`src/hdl/pdc_defs.svh`:
```
`ifndef PDC_DEFS_SVH
`define PDC_DEFS_SVH

// Field positions of the configuration word.
`define PDC_ODIV_HI 18
`define PDC_ODIV_LO 16
`define PDC_UBYP_BIT 15
`define PDC_UDIV_HI 10
`define PDC_UDIV_LO 8
`define PDC_MUL_HI 6
`define PDC_MUL_LO 4
`define PDC_IDIV_HI 2
`define PDC_IDIV_LO 0

// Bits that must be programmed to one.
`define PDC_RSVD_MASK 32'hfff87888

// Erased word: every bit one.
`define PDC_ERASED_WORD 32'hffffffff

// Sampling cycles before a synchronised input may be taken.
`define PDC_SYNC_FILL 2'h3

// Register byte addresses.
`define PDC_ADDR_WORD 12'h000
`define PDC_ADDR_STATUS 12'h004
`define PDC_ADDR_DECODED 12'h008
`define PDC_ADDR_RELOAD 12'h00c

`endif

```
`src/hdl/pdc_pkg.sv`:
```
package pdc_pkg;

  typedef struct packed {
    logic [8:0] out_divisor;
    logic [4:0] multiplier;
    logic [2:0] input_div_code;
    logic usb_bypass;
    logic [3:0] usb_input_divisor;
  } pdc_pll_cfg_t;

  typedef enum {
    PDC_ST_IDLE,
    PDC_ST_LOAD,
    PDC_ST_DONE
  } pdc_state_t;

endpackage

```
`src/hdl/pdc_decode.sv`:
```
`timescale 1ns/1ps
`include "pdc_defs.svh"

module pdc_decode (
  // Raw word
  input wire logic [31:0] word,
  input wire logic usb_present,
  // Decoded settings
  output pdc_pkg::pdc_pll_cfg_t cfg
);

  always_comb begin
    cfg = '0;
    case (word[`PDC_ODIV_HI:`PDC_ODIV_LO])
      3'h0: cfg.out_divisor = 9'h001;
      3'h1: cfg.out_divisor = 9'h002;
      3'h2: cfg.out_divisor = 9'h004;
      3'h3: cfg.out_divisor = 9'h008;
      3'h4: cfg.out_divisor = 9'h010;
      3'h5: cfg.out_divisor = 9'h020;
      3'h6: cfg.out_divisor = 9'h040;
      default: cfg.out_divisor = 9'h100;
    endcase
    case (word[`PDC_MUL_HI:`PDC_MUL_LO])
      3'h0: cfg.multiplier = 5'h0f;
      3'h1: cfg.multiplier = 5'h10;
      3'h2: cfg.multiplier = 5'h11;
      3'h3: cfg.multiplier = 5'h12;
      3'h4: cfg.multiplier = 5'h13;
      3'h5: cfg.multiplier = 5'h14;
      3'h6: cfg.multiplier = 5'h15;
      default: cfg.multiplier = 5'h18;
    endcase
    cfg.input_div_code = word[`PDC_IDIV_HI:`PDC_IDIV_LO];
    // Without the USB function the USB PLL stays bypassed at unity division.
    cfg.usb_bypass = usb_present ? word[`PDC_UBYP_BIT] : 1'b1;
    if (usb_present) begin
      case (word[`PDC_UDIV_HI:`PDC_UDIV_LO])
        3'h0: cfg.usb_input_divisor = 4'h1;
        3'h1: cfg.usb_input_divisor = 4'h2;
        3'h2: cfg.usb_input_divisor = 4'h3;
        3'h3: cfg.usb_input_divisor = 4'h4;
        3'h4: cfg.usb_input_divisor = 4'h5;
        3'h5: cfg.usb_input_divisor = 4'h6;
        3'h6: cfg.usb_input_divisor = 4'ha;
        default: cfg.usb_input_divisor = 4'hc;
      endcase
    end else begin
      cfg.usb_input_divisor = 4'h1;
    end
  end

endmodule

```
`src/hdl/pdc_top.sv`:
```
`timescale 1ns/1ps
`include "pdc_defs.svh"

module pdc_top (
  // Clock and reset
  input wire logic mclk,
  input wire logic resetn,
  // Nonvolatile word and variant strap
  input wire logic [31:0] nv_word,
  input wire logic usb_present,
  // APB slave
  input wire logic psel,
  input wire logic penable,
  input wire logic pwrite,
  input wire logic [11:0] paddr,
  input wire logic [31:0] pwdata,
  output logic [31:0] prdata,
  output logic pready,
  output logic pslverr,
  // Settings to the clock unit
  output pdc_pkg::pdc_pll_cfg_t pll_cfg,
  output logic cfg_valid
);

  // ----------------------------------------------------------------
  // Input synchronisers
  // ----------------------------------------------------------------

  // Word and strap come from outside this clock domain. Each passes three
  // flip-flops, and a value is only taken while stages two and three agree.
  logic [31:0] wsync1_reg, wsync1_next;
  logic [31:0] wsync2_reg, wsync2_next;
  logic [31:0] wsync3_reg, wsync3_next;
  logic usync1_reg, usync1_next;
  logic usync2_reg, usync2_next;
  logic usync3_reg, usync3_next;
  logic sync_agree;

  always_comb begin
    wsync1_next = nv_word;
    wsync2_next = wsync1_reg;
    wsync3_next = wsync2_reg;
  end

  always_ff @(posedge mclk or negedge resetn) begin
    if (!resetn) begin
      wsync1_reg <= `PDC_ERASED_WORD;
      wsync2_reg <= `PDC_ERASED_WORD;
      wsync3_reg <= `PDC_ERASED_WORD;
    end else begin
      wsync1_reg <= wsync1_next;
      wsync2_reg <= wsync2_next;
      wsync3_reg <= wsync3_next;
    end
  end

  always_comb begin
    usync1_next = usb_present;
    usync2_next = usync1_reg;
    usync3_next = usync2_reg;
  end

  always_ff @(posedge mclk or negedge resetn) begin
    if (!resetn) begin
      usync1_reg <= 1'b0;
      usync2_reg <= 1'b0;
      usync3_reg <= 1'b0;
    end else begin
      usync1_reg <= usync1_next;
      usync2_reg <= usync2_next;
      usync3_reg <= usync3_next;
    end
  end

  assign sync_agree = (wsync2_reg == wsync3_reg) && (usync2_reg == usync3_reg);

  // ----------------------------------------------------------------
  // Load sequencer
  // ----------------------------------------------------------------

  pdc_pkg::pdc_state_t state_reg, state_next;
  logic [31:0] word_reg, word_next;
  logic usb_reg, usb_next;
  pdc_pkg::pdc_pll_cfg_t cfg_reg, cfg_next;
  logic rsvd_err_reg, rsvd_err_next;
  logic [1:0] fill_reg, fill_next;
  logic reload_req;
  pdc_pkg::pdc_pll_cfg_t dec_cfg;

  pdc_decode u_decode (
    .word(word_reg),
    .usb_present(usb_reg),
    .cfg(dec_cfg)
  );

  always_comb begin
    state_next = state_reg;
    word_next = word_reg;
    usb_next = usb_reg;
    cfg_next = cfg_reg;
    rsvd_err_next = rsvd_err_reg;
    fill_next = fill_reg;
    case (state_reg)
      pdc_pkg::PDC_ST_IDLE: begin
        // The chain is filled with fresh samples before anything is taken.
        if (fill_reg != `PDC_SYNC_FILL) begin
          fill_next = fill_reg + 2'h1;
        end else if (sync_agree) begin
          word_next = wsync3_reg;
          usb_next = usync3_reg;
          state_next = pdc_pkg::PDC_ST_LOAD;
        end
      end
      pdc_pkg::PDC_ST_LOAD: begin
        cfg_next = dec_cfg;
        // Flags a word whose reserved bits were not all programmed to one.
        rsvd_err_next = (word_reg & `PDC_RSVD_MASK) != `PDC_RSVD_MASK;
        state_next = pdc_pkg::PDC_ST_DONE;
      end
      pdc_pkg::PDC_ST_DONE: begin
        if (reload_req) begin
          state_next = pdc_pkg::PDC_ST_IDLE;
          // A reload waits for a full new pass through the synchronisers.
          fill_next = 2'h0;
        end
      end
      default: state_next = pdc_pkg::PDC_ST_IDLE;
    endcase
  end

  always_ff @(posedge mclk or negedge resetn) begin
    if (!resetn) begin
      state_reg <= pdc_pkg::PDC_ST_IDLE;
      word_reg <= `PDC_ERASED_WORD;
      usb_reg <= 1'b0;
      cfg_reg <= '0;
      rsvd_err_reg <= 1'b0;
      fill_reg <= 2'h0;
    end else begin
      state_reg <= state_next;
      word_reg <= word_next;
      usb_reg <= usb_next;
      cfg_reg <= cfg_next;
      rsvd_err_reg <= rsvd_err_next;
      fill_reg <= fill_next;
    end
  end

  assign pll_cfg = cfg_reg;
  assign cfg_valid = (state_reg == pdc_pkg::PDC_ST_DONE);

  // ----------------------------------------------------------------
  // Readback words
  // ----------------------------------------------------------------

  logic [31:0] status_word;
  logic [31:0] decoded_word;

  assign status_word = {29'h0, usb_reg, rsvd_err_reg, cfg_valid};
  assign decoded_word = {10'h0, cfg_reg};

  // ----------------------------------------------------------------
  // APB slave
  // ----------------------------------------------------------------

  logic [31:0] rdata_reg, rdata_next;
  logic err_reg, err_next;
  logic setup;
  logic access;
  logic hit_reload;

  assign setup = psel && !penable;
  assign pready = 1'b1;
  assign prdata = rdata_reg;
  assign access = psel && penable;
  assign hit_reload = (paddr == `PDC_ADDR_RELOAD);
  assign pslverr = access && err_reg;
  // A refused access never starts a reload.
  assign reload_req = access && pwrite && !err_reg && hit_reload && pwdata[0];

  // Read data and the error answer are prepared in the setup cycle.
  always_comb begin
    rdata_next = rdata_reg;
    err_next = err_reg;
    if (setup) begin
      rdata_next = 32'h0;
      err_next = 1'b0;
      case (paddr)
        `PDC_ADDR_WORD: begin
          rdata_next = word_reg;
          err_next = pwrite;
        end
        `PDC_ADDR_STATUS: begin
          rdata_next = status_word;
          err_next = pwrite;
        end
        `PDC_ADDR_DECODED: begin
          rdata_next = decoded_word;
          err_next = pwrite;
        end
        `PDC_ADDR_RELOAD: begin
          err_next = !pwrite;
        end
        default: err_next = 1'b1;
      endcase
    end
  end

  always_ff @(posedge mclk or negedge resetn) begin
    if (!resetn) begin
      rdata_reg <= 32'h0;
      err_reg <= 1'b0;
    end else begin
      rdata_reg <= rdata_next;
      err_reg <= err_next;
    end
  end

endmodule

```
`config.mk`:
```
export PLATFORM = sky130hd
export DESIGN_NAME = pdc_top
export DESIGN_NICKNAME = d
export VERILOG_FILES = /design/src/hdl/pdc_pkg.sv /design/src/hdl/pdc_decode.sv /design/src/hdl/pdc_top.sv
export VERILOG_INCLUDE_DIRS = /design/src /design/src/hdl
export SDC_FILE = /design/constraint.sdc
export NUM_CORES = 1
export LEC_CHECK = 0
export BUFFER_PORTS_ARGS = -buffer_cell sky130_fd_sc_hd__buf_2
export CAP_MARGIN = 20
export CELL_PAD_IN_SITES_DETAIL_PLACEMENT = 0
export CELL_PAD_IN_SITES_GLOBAL_PLACEMENT = 1
export CORE_MARGIN = 10
export CORE_UTILIZATION = 30
export DETAILED_ROUTE_END_ITERATION = 16
export MAX_ROUTING_LAYER = met4
export PLACE_DENSITY_LB_ADDON = 0.1
export SLEW_MARGIN = 20
export SYNTH_ARGS = -nofsm -noshare
export SYNTH_HDL_FRONTEND = slang
export SYNTH_HIERARCHICAL = 1
export SYNTH_SLANG_ARGS = --single-unit
export TNS_END_PERCENT = 100
```
`constraint.sdc`:
```
create_clock -name mclk -period 3.7 [get_ports mclk]
set_clock_uncertainty 0.1 [all_clocks]
set_input_delay 0 -clock mclk [delete_from_list [all_inputs] [get_ports mclk]]
set_output_delay 0 -clock mclk [all_outputs]
set_load 0.02 [all_outputs]
```
==> results of run 1 <==
worst max path at each step:
stage                                     to  cells after the start  slack [ns]
floorplan           word_reg[10]$_DFFE_PN1P_                      6        1.72
global placement         usb_reg$_DFFE_PN0P_                      6        1.01
detailed placement       usb_reg$_DFFE_PN0P_                      6         1.0
CTS                      usb_reg$_DFFE_PN0P_                      6        0.98
global route             usb_reg$_DFFE_PN0P_                      6        0.94
finish                   usb_reg$_DFFE_PN0P_                      6        1.05
cell usage in the layout, fill, tap and decap left out, types with 3 or more instances in the layout:
master / synthesis / final
a22o_1: 13 / 13
and3_1: 3 / 3
buf_2: 3 / 105
buf_4: 5 / 8
clkbuf_16: 0 / 18
clkinv_4: 0 / 5
dfrtp_1: 64 / 64
dfstp_2: 128 / 128
dlygate4sd3_1: 0 / 40
inv_6: 0 / 4
mux2_2: 25 / 25
mux2_4: 30 / 30
mux2i_1: 23 / 23
nand2_1: 27 / 27
nand2b_1: 3 / 3
nand3_1: 4 / 4
nand4_1: 11 / 11
nor2_1: 8 / 8
nor2b_1: 4 / 3
nor3_1: 3 / 3
nor3b_1: 4 / 4
nor4_1: 3 / 3
o21ai_0: 23 / 23
o2bb2ai_1: 3 / 3
xnor2_1: 29 / 29
xor2_1: 7 / 7
what timing repair did:
item                       in CTS  in global routing
hold endpoints to repair       94                  0
setup endpoints to repair       0                  0
hold buffers                   40                  0
where the power goes:
part	leakage, nW	switching (W)	internal (W)
sequential	2.16	0.0000367	0.00220
combinational	1.54	0.0000923	0.0000860
clock	0.305	0.000841	0.00106
area by class of cell:
cell class,count,area (um2)
well taps,319,399.1
multi-input cells,245,2067
clock inverters,14,166.4
flip-flops and latches,192,4965
inverters,2,7.507
fillers,2231,14420
repair buffers,154,999.7
clock buffers,18,450.4
layer usage:
metal	share of wire, %	vias to the layer above
met2	44	93
met4	1.1	0
met1	51	1954
li1	-	1898
met5	0	-
met3	3.9	14
critical path, cell delays in order, from the launching register on:
cell and delay (ns):
dfstp_2 0.57, xnor2_1 0.14, nand4_1 0.22, nor4_2 0.33, nand4_2 0.38, buf_4 0.42
mux2_2 0.34
logic make-up after synthesis:
kind of cell | after synthesis
other | 2
DFF | 192
muxes | 78
buffers and inverters | 22
xor gates and xnor gates | 36
AOI/OAI and AO/OA | 46
and+or+nand+nor | 82
adders and majority gates | 1
stage by stage:
| stage | utilization (%) | total power, W | instances |
|---|---|---|---|
| floorplan | - | 0.002324 | 459 |
| global placement | 34.24 | 0.002424 | 872 |
| detailed placement | 34.24 | 0.002428 | 872 |
| CTS | 38.58 | 0.004388 | 944 |
| global route | 38.58 | 0.004510 | 944 |
| finish | 38.58 | 0.004317 | 944 |
==> impl_metrics.py, run 1 <==
metrics = {
    "sta": {
        "finalWorstSetupSlack_ns": 1.047,
        "hold_viol": 0,
        "fin_hold_ws_ns": 0.02714,
        "slew_headroom_pct": 37.63,
        "fmax_mhz": 376.9,
        "post-route-period-util_pct": 71.70,
        "worst_pin_slew_ns": 0.9355,
        "min_period_ns": 2.653,
        "rsz0062_at_grt": "false",
        "slew_viol_final": 0,
        "setup_violations": 0,
        "finalSetupTns_ns": 0,
    },
    "drt": {
        "ant_nets": 0,
        "routed_wl_mm": 16.32,
        "avgViaCountPerCell": 4.194,
        "wire_per_inst_um": 17.28,
        "first_iter_violations": 179,
        "dr.pass1.iters": 4,
        "drc": 0,
        "vias": 3959,
    },
    "synthesis": {
        "yosysMostFrequentCell": "dfstp_2",
        "synth-edff-count": 0,
        "synth-seq-cells": 192,
        "synth_top_family_by_area": "multiplexers",
        "synth.net_count": 542,
        "synth-xor-area-share_pct": 4.406,
        "synth_largest_area_cell": "dfstp_2",
        "async_flop_share_pct": 100.0,
        "synthMuxAreaShare_pct": 13.44,
        "ys.flop_type": "dfstp_2",
        "syn_inst": 459,
        "netlist.area_leader.share_pct": 46.99,
        "yosysSeqAreaShare_pct": 69.37,
        "synthTopCellsByCount": "128 x dfstp_2, 64 x dfrtp_1, 30 x mux2_4",
        "yosys-top-cells-area": "dfstp_2 47%, dfrtp_1 22%, mux2_4 6.3%",
        "synth_fa_ha_area_share_pct": 0.1748,
        "synth-compound-area-share_pct": 4.283,
        "netlist_area_mm2": 0.007157,
        "postSynthAreaPerCell_um2": 15.59,
        "yosys.area_share.simple_pct": 6.434,
        "yosys_warnings": 6,
        "synth_cell_type_count": 44,
    },
    "hold_path": {
        "hold_end": "prdata[0]$_DFFE_PN0P_",
        "holdPathStages": 5,
        "hold_class": "in2reg",
        "hp-start": "paddr[0]",
    },
    "placement": {
        "dp_hpwl_mm": 11.40,
        "gp_congestion": 0.7591,
        "port_buffers": 106,
        "dpl_worst_slack_ns": 0.9972,
        "placed_area_mm2": 0.008038,
    },
    "global_routing": {
        "grt_pass1_wl_mm": 26.52,
        "grt_pass1_vias": 4521,
        "use_met3_pct": 3.077,
        "grtUsageMet2_pct": 16.13,
        "grt_overflow": 0,
        "grt_max_degree": 114,
        "grt-busiest-layer": "met2",
        "use_met1_pct": 15.86,
        "grt_usage_pct": 11.48,
        "antenna_found_initial": 0,
    },
    "cells_and_area": {
        "fin_area_mm2": 0.009055,
        "syn_to_final_growth_pct": 26.52,
        "antenna_cells": 0,
        "drive_gt1_share_pct": 54.08,
        "final_nets": 695,
    },
    "power_and_ir_drop": {
        "p_leak_nw": 4.012,
        "peakVddDrop_mv": 0.2529,
        "power_density_mw_per_mm2": 476.7,
    },
    "die": {
        "die_h_um": 174.5,
        "start_util_pct": 30.49,
        "die_area_mm2": 0.03043,
        "dieWidth_um": 174.5,
        "fp-row-count": 56,
        "core-area_mm2": 0.02347,
        "boundaryPins": 139,
    },
    "worst_setup_path": {
        "worstSetupPathType": "reg2reg",
        "startpoint": "wsync3_reg[17]$_DFF_PN1_",
        "critPathRequiredTime_ns": 3.91,
        "rrSetupSlack_ns": 1.05,
        "cp_data_arrival_time_ns": 2.86,
        "r2r_end": "usb_reg$_DFFE_PN0P_",
        "crit_fanout": 27,
        "worstSetupStartpointType": "flop",
        "reg2reg_depth": 6,
        "r2r-start": "wsync3_reg[17]$_DFF_PN1_",
        "critPathCaptureType": "flop",
    },
    "clock_tree": {
        "cts_resized": 0,
        "cts_tree": "yes",
        "clkTransAtPathRegs_ns": 0.07,
        "post_cts_buffers": 0,
        "htreeDepth": 4,
        "clkLatencyLatePin_ns": 0.43,
        "cts_buffers": 17,
        "cts_root_buffer": "clkbuf_16",
        "clockBufferDepth": 2,
        "clkSinkCount": 192,
    },
    "job": {
        "cap_violations": 0,
    },
    "run_status": {
        "status": "completed",
    },
}
Power figures use the tool's default switching activity.
==> run 2: changes to the inputs <==
clock period = 2.3 ns   (was 3.7 ns; I/O delays follow)
==> run 2 against run 1 <==
  * Sequential cell count stayed put
  * Worst setup slack lost 0.89 ns
  * Critical path depth unchanged
  * Hold slack gained 0.013 ns
  * Sequential share of layout area down 0.40 points
  * Non-clock buffer count increased by 3
  * Clock power grew 65%
  * Clock-buffer cell count increased by 1
  * Sequential power is 61% higher
==> impl_metrics.py, run 2 (synthesis results as in run 1) <==
metrics = {
    "run_status": {
        "status": "completed",
    },
    "sta": {
        "setup_violations": 0,
        "worst_pin_slew_ns": 0.5777,
        "finalSetupTns_ns": 0,
        "post-route-period-util_pct": 93.21,
        "min_period_ns": 2.144,
        "slew_headroom_pct": 61.49,
        "hold_viol": 0,
        "slew_viol_final": 0,
        "fmax_mhz": 466.5,
        "rsz0062_at_grt": "false",
    },
    "job": {
        "cap_violations": 0,
    },
    "die": {
        "die_h_um": 174.5,
        "boundaryPins": 139,
        "core-area_mm2": 0.02347,
        "die_area_mm2": 0.03043,
        "start_util_pct": 30.49,
        "fp-row-count": 56,
        "dieWidth_um": 174.5,
    },
    "global_routing": {
        "grt_usage_pct": 11.47,
        "grt_pass1_vias": 4451,
        "grt_max_degree": 71,
        "antenna_found_initial": 0,
        "grt_pass1_wl_mm": 26.54,
        "grt_overflow": 0,
    },
    "cells_and_area": {
        "drive_gt1_share_pct": 54.30,
        "final_core_util_pct": 38.86,
        "layout_commonest_cell": "dfstp_2",
        "final_nets": 698,
        "syn_to_final_growth_pct": 27.45,
        "layout.cells.most_common_list": "128 x dfstp_2, 105 x buf_2, 64 x dfrtp_1, 40 x dlygate4sd3_1, 30 x mux2_4",
        "antenna_cells": 0,
    },
    "clock_tree": {
        "post_cts_buffers": 0,
        "clkSinkCount": 192,
        "clkLatencyLatePin_ns": 0.43,
        "htreeDepth": 4,
        "cts_buffers": 17,
        "cts_root_buffer": "clkbuf_16",
        "clockBufferDepth": 2,
        "cts_tree": "yes",
        "clkTransAtPathRegs_ns": 0.07,
    },
    "worst_setup_path": {
        "worstSetupPathType": "reg2reg",
        "crit_fanout": 17,
        "crit_buf_inv": 1,
        "critPathCaptureType": "flop",
        "cp_data_arrival_time_ns": 2.35,
        "r2r_end": "usb_reg$_DFFE_PN0P_",
        "critPathRequiredTime_ns": 2.50,
        "reg2reg_depth": 6,
        "worstSetupStartpointType": "flop",
        "cp_slowest_cell": "dfstp_2",
        "critPathMaxStageDelay_ns": 0.54,
        "crit_chain": "xnor2_1 > nand4_1 > nor4_2 > nand4_2 > buf_4 > mux2_2",
        "rrSetupSlack_ns": 0.16,
        "r2r-start": "wsync3_reg[6]$_DFF_PN1_",
        "critPathTopFamily": "simple AND/OR/NAND/NOR gates",
    },
    "hold_path": {
        "hold_class": "in2reg",
        "hold_end": "prdata[0]$_DFFE_PN0P_",
        "hp-start": "paddr[1]",
        "holdPathStages": 5,
    },
    "drt": {
        "first_iter_violations": 188,
        "routed_wl_mm": 16.41,
        "avgViaCountPerCell": 4.232,
        "vias": 4008,
        "dr.pass1.iters": 5,
        "ant_nets": 0,
        "wire_per_inst_um": 17.33,
        "drc": 0,
    },
    "placement": {
        "port_buffers": 106,
        "gp_congestion": 0.7540,
        "dp_hpwl_mm": 11.51,
    },
    "power_and_ir_drop": {
        "peakVddDrop_mv": 0.3927,
        "p_leak_nw": 4.033,
        "power_density_mw_per_mm2": 771.4,
    },
}
## run 2: cell count changes in the layout (fill, tap and decap cells not counted), sizes merged
cell      before  now
clkinvlp       0    3
buf          113  116
inv            8    9
clkbuf        19   20
clkinv         6    1
## run 2: power by group
group          internal [W]  total, W  switching (W)
Combinational      0.000144  0.000295       0.000150
Clock               0.00177   0.00314        0.00137
Sequential          0.00354   0.00360      0.0000586
## run 2: area by class of cell
| class | count | area [um2] |
|---|---|---|
| fill | 2217 | 14350 |
| inverter | 2 | 7.507 |
| sequential | 192 | 4965 |
| tap | 319 | 399.1 |
| clock inverter | 13 | 160.2 |
| clock buffer | 19 | 475.5 |
| timing repair buffer | 157 | 1047 |
| multi-input combinational | 245 | 2067 |
## run 2: worst max-delay path by stage
stage                                        start                  endpoint  slack, ns  cells after the start
after floorplan           wsync3_reg[15]$_DFF_PN1_  word_reg[10]$_DFFE_PN1P_       0.32                      6
after global placement    wsync3_reg[17]$_DFF_PN1_       usb_reg$_DFFE_PN0P_       0.13                      6
after detailed placement   wsync3_reg[6]$_DFF_PN1_  word_reg[20]$_DFFE_PN1P_       0.10                      6
after CTS                  wsync3_reg[6]$_DFF_PN1_       usb_reg$_DFFE_PN0P_       0.08                      6
after global routing      wsync3_reg[17]$_DFF_PN1_       usb_reg$_DFFE_PN0P_   0.000009                      6
final                      wsync3_reg[6]$_DFF_PN1_       usb_reg$_DFFE_PN0P_       0.16                      6
## run 2: worst register-to-register path, stage by stage, from the launching register on
cell and delay, ns:
dfstp_2 0.54, xnor2_1 0.14, nand4_1 0.14, nor4_2 0.38, nand4_2 0.15, buf_4 0.26
mux2_2 0.31
## run 2: stage by stage
stage | total power (W) | worst slack (ns) | hold WS [ns] | std cells | instance area, um2
floorplan | 0.003738 | 0.3223 | -0.3956 | 459 | 7157
global placement | 0.003907 | 0.1329 | -0.05044 | 875 | 8085
detailed placement | 0.003913 | 0.1003 | -0.04074 | 875 | 8085
CTS | 0.007150 | 0.07810 | 0.01902 | 947 | 9121
global route | 0.007321 | 0.000009104 | 0.07404 | 947 | 9121
finish | 0.007036 | 0.1562 | 0.04046 | 947 | 9121
## run 2: metal layers
layer  up-vias  track usage [%]  routed length [um]
met5         -                -                   0
met2       101            16.39                7122
met3        12            2.752                 739
li1       1916                -                   -
met1      1979            15.78                8371
met4         0            3.420                 174
## run 2: repair_timing
item | 4_1_cts | 5_1_grt
endpoints found under the hold margin | 151 | 0
hold buffers | 40 | 0
gates resized for setup | 0 | 0
